--- config.mk ---
export PLATFORM = sky130hd
export DESIGN_NAME = acrp_regs
export DESIGN_NICKNAME = d
export VERILOG_FILES = /design/src/design/acrp_pkg.sv /design/src/design/acrp_ref_align.sv /design/src/design/acrp_power_mode.sv /design/src/design/acrp_regs.sv
export SDC_FILE = /design/constraint.sdc
export NUM_CORES = 1
export LEC_CHECK = 0
export ABC_AREA = 0
export BUFFER_PORTS_ARGS = -buffer_cell sky130_fd_sc_hd__buf_2
export CAP_MARGIN = 25
export CORE_MARGIN = 2
export CORE_UTILIZATION = 60
export CTS_BUF_LIST = sky130_fd_sc_hd__clkbuf_2
export DETAILED_ROUTE_END_ITERATION = 10
export PLACE_DENSITY = 0.95
export SLEW_MARGIN = 40
export SYNTH_ARGS = -nofsm -noshare
export SYNTH_HDL_FRONTEND = slang
export SYNTH_SLANG_ARGS = --single-unit
--- constraint.sdc ---
create_clock -name I_CLK -period 3.8 [get_ports I_CLK]
set_input_delay 0 -clock I_CLK [delete_from_list [all_inputs] [get_ports I_CLK]]
set_output_delay 0 -clock I_CLK [all_outputs]
set_load 0.03 [all_outputs]
--- src/design/acrp_pkg.sv ---
package acrp_pkg;
  // Register map of the serial configuration port (byte addresses).
  localparam logic [7:0] ADDR_CLOCK_INPUT_OPTIONS  = 8'h2a;
  localparam logic [7:0] ADDR_SUPPLY_NOISE_CONTROL = 8'h2b;
  localparam logic [7:0] ADDR_REF_CAPTURE_POS      = 8'h2c;
  localparam logic [7:0] ADDR_FULL_SCALE_RANGE     = 8'h30;
  localparam logic [7:0] ADDR_POWER_MODE_FIRST     = 8'h37;
  localparam logic [7:0] ADDR_CLOCK_CONTROL_ZERO   = 8'h29;

  // Reset values.
  localparam logic [7:0]  RST_CLOCK_INPUT_OPTIONS  = 8'h00;
  localparam logic [7:0]  RST_SUPPLY_NOISE_CONTROL = 8'h10;
  localparam logic [23:0] RST_REF_CAPTURE_POS      = 24'h000000;
  localparam logic [15:0] RST_FULL_SCALE_RANGE     = 16'ha000;
  localparam logic [7:0]  RST_POWER_MODE_FIRST     = 8'h4b;
  localparam logic [7:0]  RST_CLOCK_CONTROL_ZERO   = 8'h80;

  // Field positions.
  localparam int BIT_REF_POLARITY_INVERT = 0;
  localparam int BIT_REF_INPUT_PECL      = 1;
  localparam int BIT_CLK_INPUT_PECL      = 2;
  localparam int BIT_CLOCK_SUPPLY_QUIET  = 0;
  localparam int BIT_ANALOG_SUPPLY_QUIET = 2;
  localparam int REF_DELAY_MSB           = 3;

  // Power mode codes.
  localparam logic [7:0] POWER_CODE_LOW  = 8'h46;
  localparam logic [7:0] POWER_CODE_HIGH = 8'h4b;

  // Full-scale code figures.
  localparam logic [15:0] FULL_SCALE_MIN_GOOD = 16'h2000;
  localparam logic [15:0] FULL_SCALE_MAX      = 16'hffff;

  typedef enum logic [1:0] {
    ACRP_IDLE  = 2'b00,
    ACRP_WRITE = 2'b01,
    ACRP_READ  = 2'b11
  } acrp_access_t;
endpackage

--- src/design/acrp_ref_align.sv ---
module acrp_ref_align
  import acrp_pkg::*;
(
  // Clock and reset.
  input  wire logic        i_clk,
  input  wire logic        i_arst_n,
  // Reference input and controls.
  input  wire logic        i_ref_raw,
  input  wire logic        i_invert,
  input  wire logic [3:0]  i_delay_choice,
  input  wire logic        i_position_valid,
  input  wire logic [23:0] i_position,
  // Results.
  output logic             o_ref_aligned,
  output logic [23:0]      o_position
);
  logic [15:0] tap;

  // The selected delay tap of the (optionally inverted) reference feeds alignment.
  always_ff @(posedge i_clk or negedge i_arst_n) begin
    if (!i_arst_n) begin
      tap <= 16'h0000;
    end else begin
      tap <= {tap[14:0], i_ref_raw ^ i_invert};
    end
  end

  always_ff @(posedge i_clk or negedge i_arst_n) begin
    if (!i_arst_n) begin
      o_ref_aligned <= 1'b0;
    end else begin
      o_ref_aligned <= tap[i_delay_choice];
    end
  end

  // The edge position word is captured from the detector when it reports.
  always_ff @(posedge i_clk or negedge i_arst_n) begin
    if (!i_arst_n) begin
      o_position <= RST_REF_CAPTURE_POS;
    end else if (i_position_valid) begin
      o_position <= i_position;
    end
  end
endmodule

--- src/design/acrp_power_mode.sv ---
module acrp_power_mode
  import acrp_pkg::*;
(
  input  wire logic [7:0] i_code,
  output logic            o_low_power,
  output logic            o_high_perf,
  output logic            o_code_reserved
);
  always_comb begin
    o_low_power     = (i_code == POWER_CODE_LOW);
    o_high_perf     = (i_code == POWER_CODE_HIGH);
    o_code_reserved = !(o_low_power || o_high_perf);
  end
endmodule

--- src/design/acrp_regs.sv ---
// Operation
// RULE1: Polarity bit inverts alignment reference.
// RULE2: Read-only 24-bit reference edge position word.
// RULE3: Software picks delay from position word.
// RULE4: Delay field bits 3:0 selects sampling delay.
// RULE5: Full-scale code sets range, reset a000.
// RULE6: Software keeps full-scale code at least 2000.
// RULE7: Power code 46 low, 4b high performance.
// RULE8: Low power only at or below 1 GSPS.
// RULE9: Only the two power codes written.
// RULE10: Write all four power registers together.
// RULE11: Calibrate after any power mode change.
// RULE12: Clear calibration and link enables first.
// RULE13: Reserved fields written with default values.
// RULE14: Clock input bit 2 selects PECL.
// RULE15: Reference input bit 1 selects PECL.
// RULE16: Bit 2 quiets analog core supply.
// RULE17: Bit 0 quiets clock circuit supply.
// RULE18: Position word reads harmless, writes ignored.
module acrp_regs
  import acrp_pkg::*;
(
  // Clock and reset.
  input  wire logic        I_CLK,
  input  wire logic        I_ARST_N,
  // Configuration port, one byte per access.
  input  wire logic        I_WR,
  input  wire logic        I_RD,
  input  wire logic [7:0]  I_ADDR,
  input  wire logic [7:0]  I_WDATA,
  output logic      [7:0]  O_RDATA,
  output logic             O_RVALID,
  // Alignment reference.
  input  wire logic        I_REF_RAW,
  input  wire logic        I_POS_VALID,
  input  wire logic [23:0] I_POS,
  output logic             O_REF_ALIGNED,
  // Analog controls.
  output logic             O_CLOCK_INPUT_PECL_MODE,
  output logic             O_REFERENCE_INPUT_PECL_MODE,
  output logic             O_ANALOG_SUPPLY_QUIETING,
  output logic             O_CLOCK_SUPPLY_QUIETING,
  output logic      [15:0] O_FULL_SCALE_CODE,
  output logic             O_LOW_POWER,
  output logic             O_HIGH_PERF,
  output logic             O_POWER_CODE_RESERVED
);
  import acrp_pkg::*;

  logic [7:0]  clock_control_zero;
  logic [7:0]  clock_input_options;
  logic [7:0]  supply_noise_control;
  logic [15:0] full_scale_range;
  logic [7:0]  power_mode_select_first;
  logic [23:0] reference_edge_position;
  logic [7:0]  next_rdata;

  // Wide registers are reached a byte at a time, low byte at the base address.
  function automatic logic hit(input logic [7:0] a, input logic [7:0] base,
                               input logic [7:0] idx);
    hit = (a == 8'(base + idx));
  endfunction

  always_ff @(posedge I_CLK or negedge I_ARST_N) begin
    if (!I_ARST_N) begin
      clock_control_zero <= RST_CLOCK_CONTROL_ZERO;
    end else if (I_WR && hit(I_ADDR, ADDR_CLOCK_CONTROL_ZERO, 8'h00)) begin
      clock_control_zero <= I_WDATA;
    end
  end

  always_ff @(posedge I_CLK or negedge I_ARST_N) begin
    if (!I_ARST_N) begin
      clock_input_options <= RST_CLOCK_INPUT_OPTIONS;
    end else if (I_WR && hit(I_ADDR, ADDR_CLOCK_INPUT_OPTIONS, 8'h00)) begin
      clock_input_options <= I_WDATA;
    end
  end

  always_ff @(posedge I_CLK or negedge I_ARST_N) begin
    if (!I_ARST_N) begin
      supply_noise_control <= RST_SUPPLY_NOISE_CONTROL;
    end else if (I_WR && hit(I_ADDR, ADDR_SUPPLY_NOISE_CONTROL, 8'h00)) begin
      supply_noise_control <= I_WDATA;
    end
  end

  always_ff @(posedge I_CLK or negedge I_ARST_N) begin
    if (!I_ARST_N) begin
      full_scale_range <= RST_FULL_SCALE_RANGE;
    end else if (I_WR && hit(I_ADDR, ADDR_FULL_SCALE_RANGE, 8'h00)) begin
      full_scale_range[7:0] <= I_WDATA; // RULE5
    end else if (I_WR && hit(I_ADDR, ADDR_FULL_SCALE_RANGE, 8'h01)) begin
      full_scale_range[15:8] <= I_WDATA; // RULE5
    end
  end

  always_ff @(posedge I_CLK or negedge I_ARST_N) begin
    if (!I_ARST_N) begin
      power_mode_select_first <= RST_POWER_MODE_FIRST;
    end else if (I_WR && hit(I_ADDR, ADDR_POWER_MODE_FIRST, 8'h00)) begin
      power_mode_select_first <= I_WDATA;
    end
  end

  acrp_ref_align u_align (
    .i_clk            (I_CLK),
    .i_arst_n         (I_ARST_N),
    .i_ref_raw        (I_REF_RAW),
    .i_invert         (clock_input_options[BIT_REF_POLARITY_INVERT]), // RULE1
    .i_delay_choice   (clock_control_zero[REF_DELAY_MSB:0]), // RULE4
    .i_position_valid (I_POS_VALID),
    .i_position       (I_POS),
    .o_ref_aligned    (O_REF_ALIGNED),
    .o_position       (reference_edge_position)
  );

  acrp_power_mode u_power (
    .i_code          (power_mode_select_first), // RULE7
    .o_low_power     (O_LOW_POWER),
    .o_high_perf     (O_HIGH_PERF),
    .o_code_reserved (O_POWER_CODE_RESERVED)
  );

  // The position word has no write decode at all and reads change nothing.
  always_comb begin
    next_rdata = 8'h00;
    if (hit(I_ADDR, ADDR_CLOCK_CONTROL_ZERO, 8'h00)) begin
      next_rdata = clock_control_zero;
    end else if (hit(I_ADDR, ADDR_CLOCK_INPUT_OPTIONS, 8'h00)) begin
      next_rdata = clock_input_options;
    end else if (hit(I_ADDR, ADDR_SUPPLY_NOISE_CONTROL, 8'h00)) begin
      next_rdata = supply_noise_control;
    end else if (hit(I_ADDR, ADDR_REF_CAPTURE_POS, 8'h00)) begin
      next_rdata = reference_edge_position[7:0]; // RULE2 RULE18
    end else if (hit(I_ADDR, ADDR_REF_CAPTURE_POS, 8'h01)) begin
      next_rdata = reference_edge_position[15:8]; // RULE2
    end else if (hit(I_ADDR, ADDR_REF_CAPTURE_POS, 8'h02)) begin
      next_rdata = reference_edge_position[23:16]; // RULE2
    end else if (hit(I_ADDR, ADDR_FULL_SCALE_RANGE, 8'h00)) begin
      next_rdata = full_scale_range[7:0];
    end else if (hit(I_ADDR, ADDR_FULL_SCALE_RANGE, 8'h01)) begin
      next_rdata = full_scale_range[15:8];
    end else if (hit(I_ADDR, ADDR_POWER_MODE_FIRST, 8'h00)) begin
      next_rdata = power_mode_select_first;
    end
  end

  always_ff @(posedge I_CLK or negedge I_ARST_N) begin
    if (!I_ARST_N) begin
      O_RDATA  <= 8'h00;
      O_RVALID <= 1'b0;
    end else begin
      O_RVALID <= I_RD;
      if (I_RD) begin
        O_RDATA <= next_rdata;
      end
    end
  end

  always_comb begin
    O_CLOCK_INPUT_PECL_MODE     = clock_input_options[BIT_CLK_INPUT_PECL]; // RULE14
    O_REFERENCE_INPUT_PECL_MODE = clock_input_options[BIT_REF_INPUT_PECL]; // RULE15
    O_ANALOG_SUPPLY_QUIETING    = supply_noise_control[BIT_ANALOG_SUPPLY_QUIET]; // RULE16
    O_CLOCK_SUPPLY_QUIETING     = supply_noise_control[BIT_CLOCK_SUPPLY_QUIET]; // RULE17
    O_FULL_SCALE_CODE           = full_scale_range; // RULE5
  end
endmodule

### Yosys cells after proc, flatten, opt, wreduce, memory -nomap -nowiden

Index checks and enable logic that the tools add are counted.

* mux-type cells: 11
* reductions and logical operators: 9
* equal/unequal tests: 11
* magnitude comparators: 1
* bitwise operators: 2

Operators by type and width (number)
* $eq 8x6->1 const B: 9
* $mux 8: 9
* $eq 8x7->1 const B: 2
* $logic_and 1x1->1: 6
* $lt 4x5->1 const B: 1
* $bmux 1 s4: 1
* $reduce_and 2->1: 1
* $logic_not 1->1: 1
* $logic_or 1x1->1: 1
* $mux 1: 1
* $not 1->1: 1
* $xor 1x1->1: 1

* input port bits: 46
* bits in registers: 98
* output and inout port bits: 33
* word-level logic and storage cells: 45

### Logic depth before layout (Yosys ltp)

* depth after elaboration: 10
* depth in mapped cells: 7
* gate-level depth less buffers: 4

### Modules after synthesis

Synthesis repeated with hierarchy kept, for this count alone.

* cells, all modules: 347
* area, all modules: 4533.1 um^2

By module, submodules not included
* acrp_regs: area each 3025.4 um^2, times used 1, cells an instance 264
* acrp_ref_align: area each 1455.1 um^2, times used 1, cells an instance 76
* acrp_power_mode: area each 52.6 um^2, times used 1, cells an instance 7

### Least setup slack after synthesis

Ideal clock, no wire load.

* path kind: reg-to-output
* start: register power_mode_select_first[6]
* end: output O_POWER_CODE_RESERVED
* data required time: 3.800 ns
* path buffers: 0
* path slack: 1.288 ns
* stages on the path, launching flop included: 5
* arrival: 2.512 ns
* cells stage by stage: dfstp_2 nand2_1 or4_1 nor4b_1 nor2_1

* longest elaborated chain between the ends: 3
* elaborated cells between the ends (all ways): 4

RTL lines
* start, declared: RTL line acrp_regs.sv:54 `logic [7:0] power_mode_select_first;`
* start signal, assigned: RTL line acrp_regs.sv:100 `power_mode_select_first <= RST_POWER_MODE_FIRST;`
* start signal, assigned: RTL line acrp_regs.sv:102 `power_mode_select_first <= I_WDATA;`
* $eq 8x7->1: RTL line acrp_power_mode.sv:10 `o_low_power = (i_code == POWER_CODE_LOW);`
* net O_LOW_POWER: RTL line acrp_regs.sv:44 `output logic O_LOW_POWER,`
* $logic_or 1x1->1: RTL line acrp_power_mode.sv:12 `o_code_reserved = !(o_low_power || o_high_perf);`
* $logic_not 1->1: RTL line acrp_power_mode.sv:12
* end, declared: RTL line acrp_regs.sv:46 `output logic O_POWER_CODE_RESERVED`

The timed path passes the listed nets, and every way through them passes these cells.

### Final worst setup path

* start: register power_mode_select_first[6]
* end: output O_LOW_POWER

* longest elaborated chain between the ends: 1

RTL lines (RTL line)
* $eq 8x7->1: acrp_power_mode.sv:10
* end, declared: acrp_regs.sv:44

No other way between the ends.

==> flow_summary.yaml <==
power:
  internal-power_mw: 1.39
  power_mw: 1.99
  swShare_pct: 30.1
  pwr-share-comb_pct: 17.2
  pwr-share-clk_pct: 23.9
  p_switching_mw: 0.598
  p_leak_nw: 2.64
  pwr-share-seq_pct: 58.9
  irDropWorstVdd_v: 0.000248
  p_per_area_nw_per_um2: 351
timing:
  fmax_mhz: 405
  finClkSkew_ns: 0.0239
  post-route-min-period_ns: 2.47
  max_slew_margin_pct: 48.2
  final_max_slew_viol_count: 0
  period_share_pct: 64.9
  rsz0062_at_grt: "no"
  setup_tns_ns: 0
  setup_viol: 0
  timing.hold.ws_ns: -0.00946
  finalHoldViolations: 1
  tightest_slew_ns: 0.777
hold_path:
  hold_path.class: "primary input to flip-flop"
  min_path_cells: 2
clock_network:
  cts_sinks: 98
  clk_pin_slew_ns: 0.27
  htree_levels: 3
  ctsHoldBuffers: 56
  cts_setup_buffers: 0
  cts_buffer_depth: 2
  cts_resized: 0
  clkLatencyLatePin_ns: 0.58
  numCtsBuffers: 9
  cts_tree: "done"
  clock_tree.root_cell: "clkbuf_2"
floorplanning:
  coreArea_um2: 7290
  ios: 79
  start_util_pct: 62.3
  die_w_um: 91.0
  die_y_um: 91.0
  num_rows: 31
  dieArea_um2: 8290
global_route:
  grt_first_pass_wirelength_mm: 19.5
  grt_use_met2_pct: 52.4
  grt_max_degree: 66
  track_usage_pct: 30.7
  gr-total-overflow: 0
  use_met1_pct: 39.2
  grt_pass1_vias: 3682
  antenna_found_initial: 0
  grt.met3_usage_pct: 6.06
  top_usage_layer: "met2"
worst_setup_path:
  start_kind: "flip-flop"
  crit_fanout: 3
  r2r_start: "power_mode_select_first[6]"
  path_class: "flip-flop to output pin"
  crit_arrival_ns: 2.47
  worstPathRequired_ns: 3.80
  rr_endpoint: "O_RDATA[6]"
  endpoint: "O_LOW_POWER"
  r2r_cells: 5
  reg2reg_setup_slack_ns: 1.92
  startpoint: "power_mode_select_first[6]"
  cp-end-kind: "output pin"
synth:
  syn_inst: 338
  synth-async-reset-ratio_pct: 100
  synth-edff-count: 0
  ys_ff_latch: 98
  ys.flop_type: "dfrtp_1"
  synthesis.area_um2: 4550
  synth_warnings: 0
  yosysSeqAreaShare_pct: 54.2
  synthesis.nets: 384
  synth_cell_types: 49
  syn_avg_cell_area_um2: 13.4
placement:
  dp_cells: 491
  dpl_cell_area_um2: 4970
  place.port_buffers: 78
  gp_congestion: 0.919
  dp_hpwl_mm: 7.63
job:
  cap_viol_max_count: 0
status:
  violations: "negative hold slack"
  outcome: "finished with violations"
route:
  viasPerCell: 6.29
  routedWlPerCell_um: 21.5
  postRouteAntennaNets: 0
  drt-initial-drc-count: 300
  drc: 0
  drt_pre_antenna_iters: 6
  routed_wl_mm: 12.1
  route.vias.total: 3545
cells_and_area:
  final_cells: 564
  fillers: 463
  n_antenna_cell: 0
  fin_area_um2: 5660
  nets: 506
  area_delta_synth_final_pct: 24.5
  drive_gt1_share_pct: 42.2
through the flow:
stage | utilization [%] | worst slack [ns]
6_report | 77.6 | 1.33
3_3_place_gp | 68.1 | 1.39
3_5_place_dp | 68.1 | 1.28
5_1_grt | 77.6 | 1.23
4_1_cts | 77.5 | 1.35
2_1_floorplan | - | 1.29
layout by cell type, fill, tap and decap left out, drive strengths merged, types with 6 or more instances in the layout:
| cell | instances |
|---|---|
| o2bb2ai | 12 |
| mux2i | 10 |
| a221oi | 9 |
| a22oi | 13 |
| clkbuf | 9 |
| dlygate4sd3 | 55 |
| nor2 | 11 |
| buf | 82 |
| dfstp | 8 |
| a41o | 6 |
| nand2 | 14 |
| a221o | 6 |
| dfrtp | 90 |
| a21oi | 6 |
| mux2 | 78 |
cell usage after synthesis (2+ instances only):
library cell,n,area (um2)
a211oi_1,2,15.0
a21oi_1,6,30.0
a221o_1,6,60.1
a221oi_1,9,78.8
a22oi_1,13,97.6
a2bb2oi_1,2,17.5
a41o_1,6,60.1
and3_1,2,12.5
buf_2,4,20.0
buf_4,3,22.5
clkbuf_1,19,71.3
dfrtp_1,90,2250
dfstp_2,8,210
mux2_2,78,878
mux2i_1,10,100
mux4_2,5,113
nand2_1,14,52.6
nand2b_1,2,12.5
nand3b_1,2,15.0
nand4b_1,2,17.5
nor2_1,10,37.5
nor2b_1,2,12.5
nor3_1,3,15.0
nor4_1,3,18.8
nor4b_1,2,17.5
o2bb2ai_1,12,105
flip-flops by register name, indices dropped and copies added, names as in the netlist:
name                     cells
u_align.o_position          24
u_align.o_ref_aligned        1
O_RDATA                      8
O_FULL_SCALE_CODE           16
clock_control_zero           8
power_mode_select_first      8
supply_noise_control         8
clock_input_options          8
O_RVALID                     1
u_align.tap                 16
worst max-delay path: stages (launching register included):
cell and delay (ns):
dfstp_2 0.63, nand2_1 0.05, or4_1 0.46, nor4b_1 0.46, buf_2 0.30
metal layers:
| layer | share of wire [%] | up-vias |
|---|---|---|
| li1 | - | 1544 |
| met1 | 38 | 1774 |
| met2 | 51 | 198 |
| met3 | 8.6 | 29 |
| met4 | 2.4 | 0 |
| met5 | 0 | - |
area by class of cell:
type	instances	area, um2	share of cell area (%)
timing repair buffer	137	997	17.6
multi-input combinational	212	1960	34.7
clock inverter	7	60.1	1.06
inverter	2	7.51	0.133
sequential	98	2460	43.5
tap	99	124	2.19
clock buffer	9	45.0	0.796
kinds of logic after synthesis:
logic type / Yosys count / share of synthesized area, %
AO/OA/AOI/OAI: 62 / 11.2
buffers and inverters: 28 / 2.67
flip-flops: 98 / 54.2
AND/OR/NAND/NOR: 56 / 7.73
multiplexers: 93 / 24.0
XOR/XNOR: 1 / 0.193
worst min-delay path by stage:
stage | from | endpoint | slack (ns)
after floorplan | I_ARST_N | O_FULL_SCALE_CODE[0] | -0.30
after global placement | I_ARST_N | u_align.tap[10] | 0.17
after detailed placement | I_ARST_N | O_FULL_SCALE_CODE[3] | 0.05
after CTS | I_POS_VALID | u_align.o_position[11] | 0.0006
after global routing | I_ADDR[3] | O_RDATA[1] | 0.01
final | I_POS_VALID | u_align.o_position[7] | -0.009
power groups by stage:
stage                     logic (mW)  registers [mW]  clock network, mW
after floorplan                0.142            1.21                  0
after global placement         0.266            1.18                  0
after detailed placement       0.278            1.19                  0
after CTS                      0.335            1.17              0.476
after global routing           0.366            1.18              0.521
final                          0.343            1.17              0.474
No activity file was read; power rests on OpenSTA's default activity.
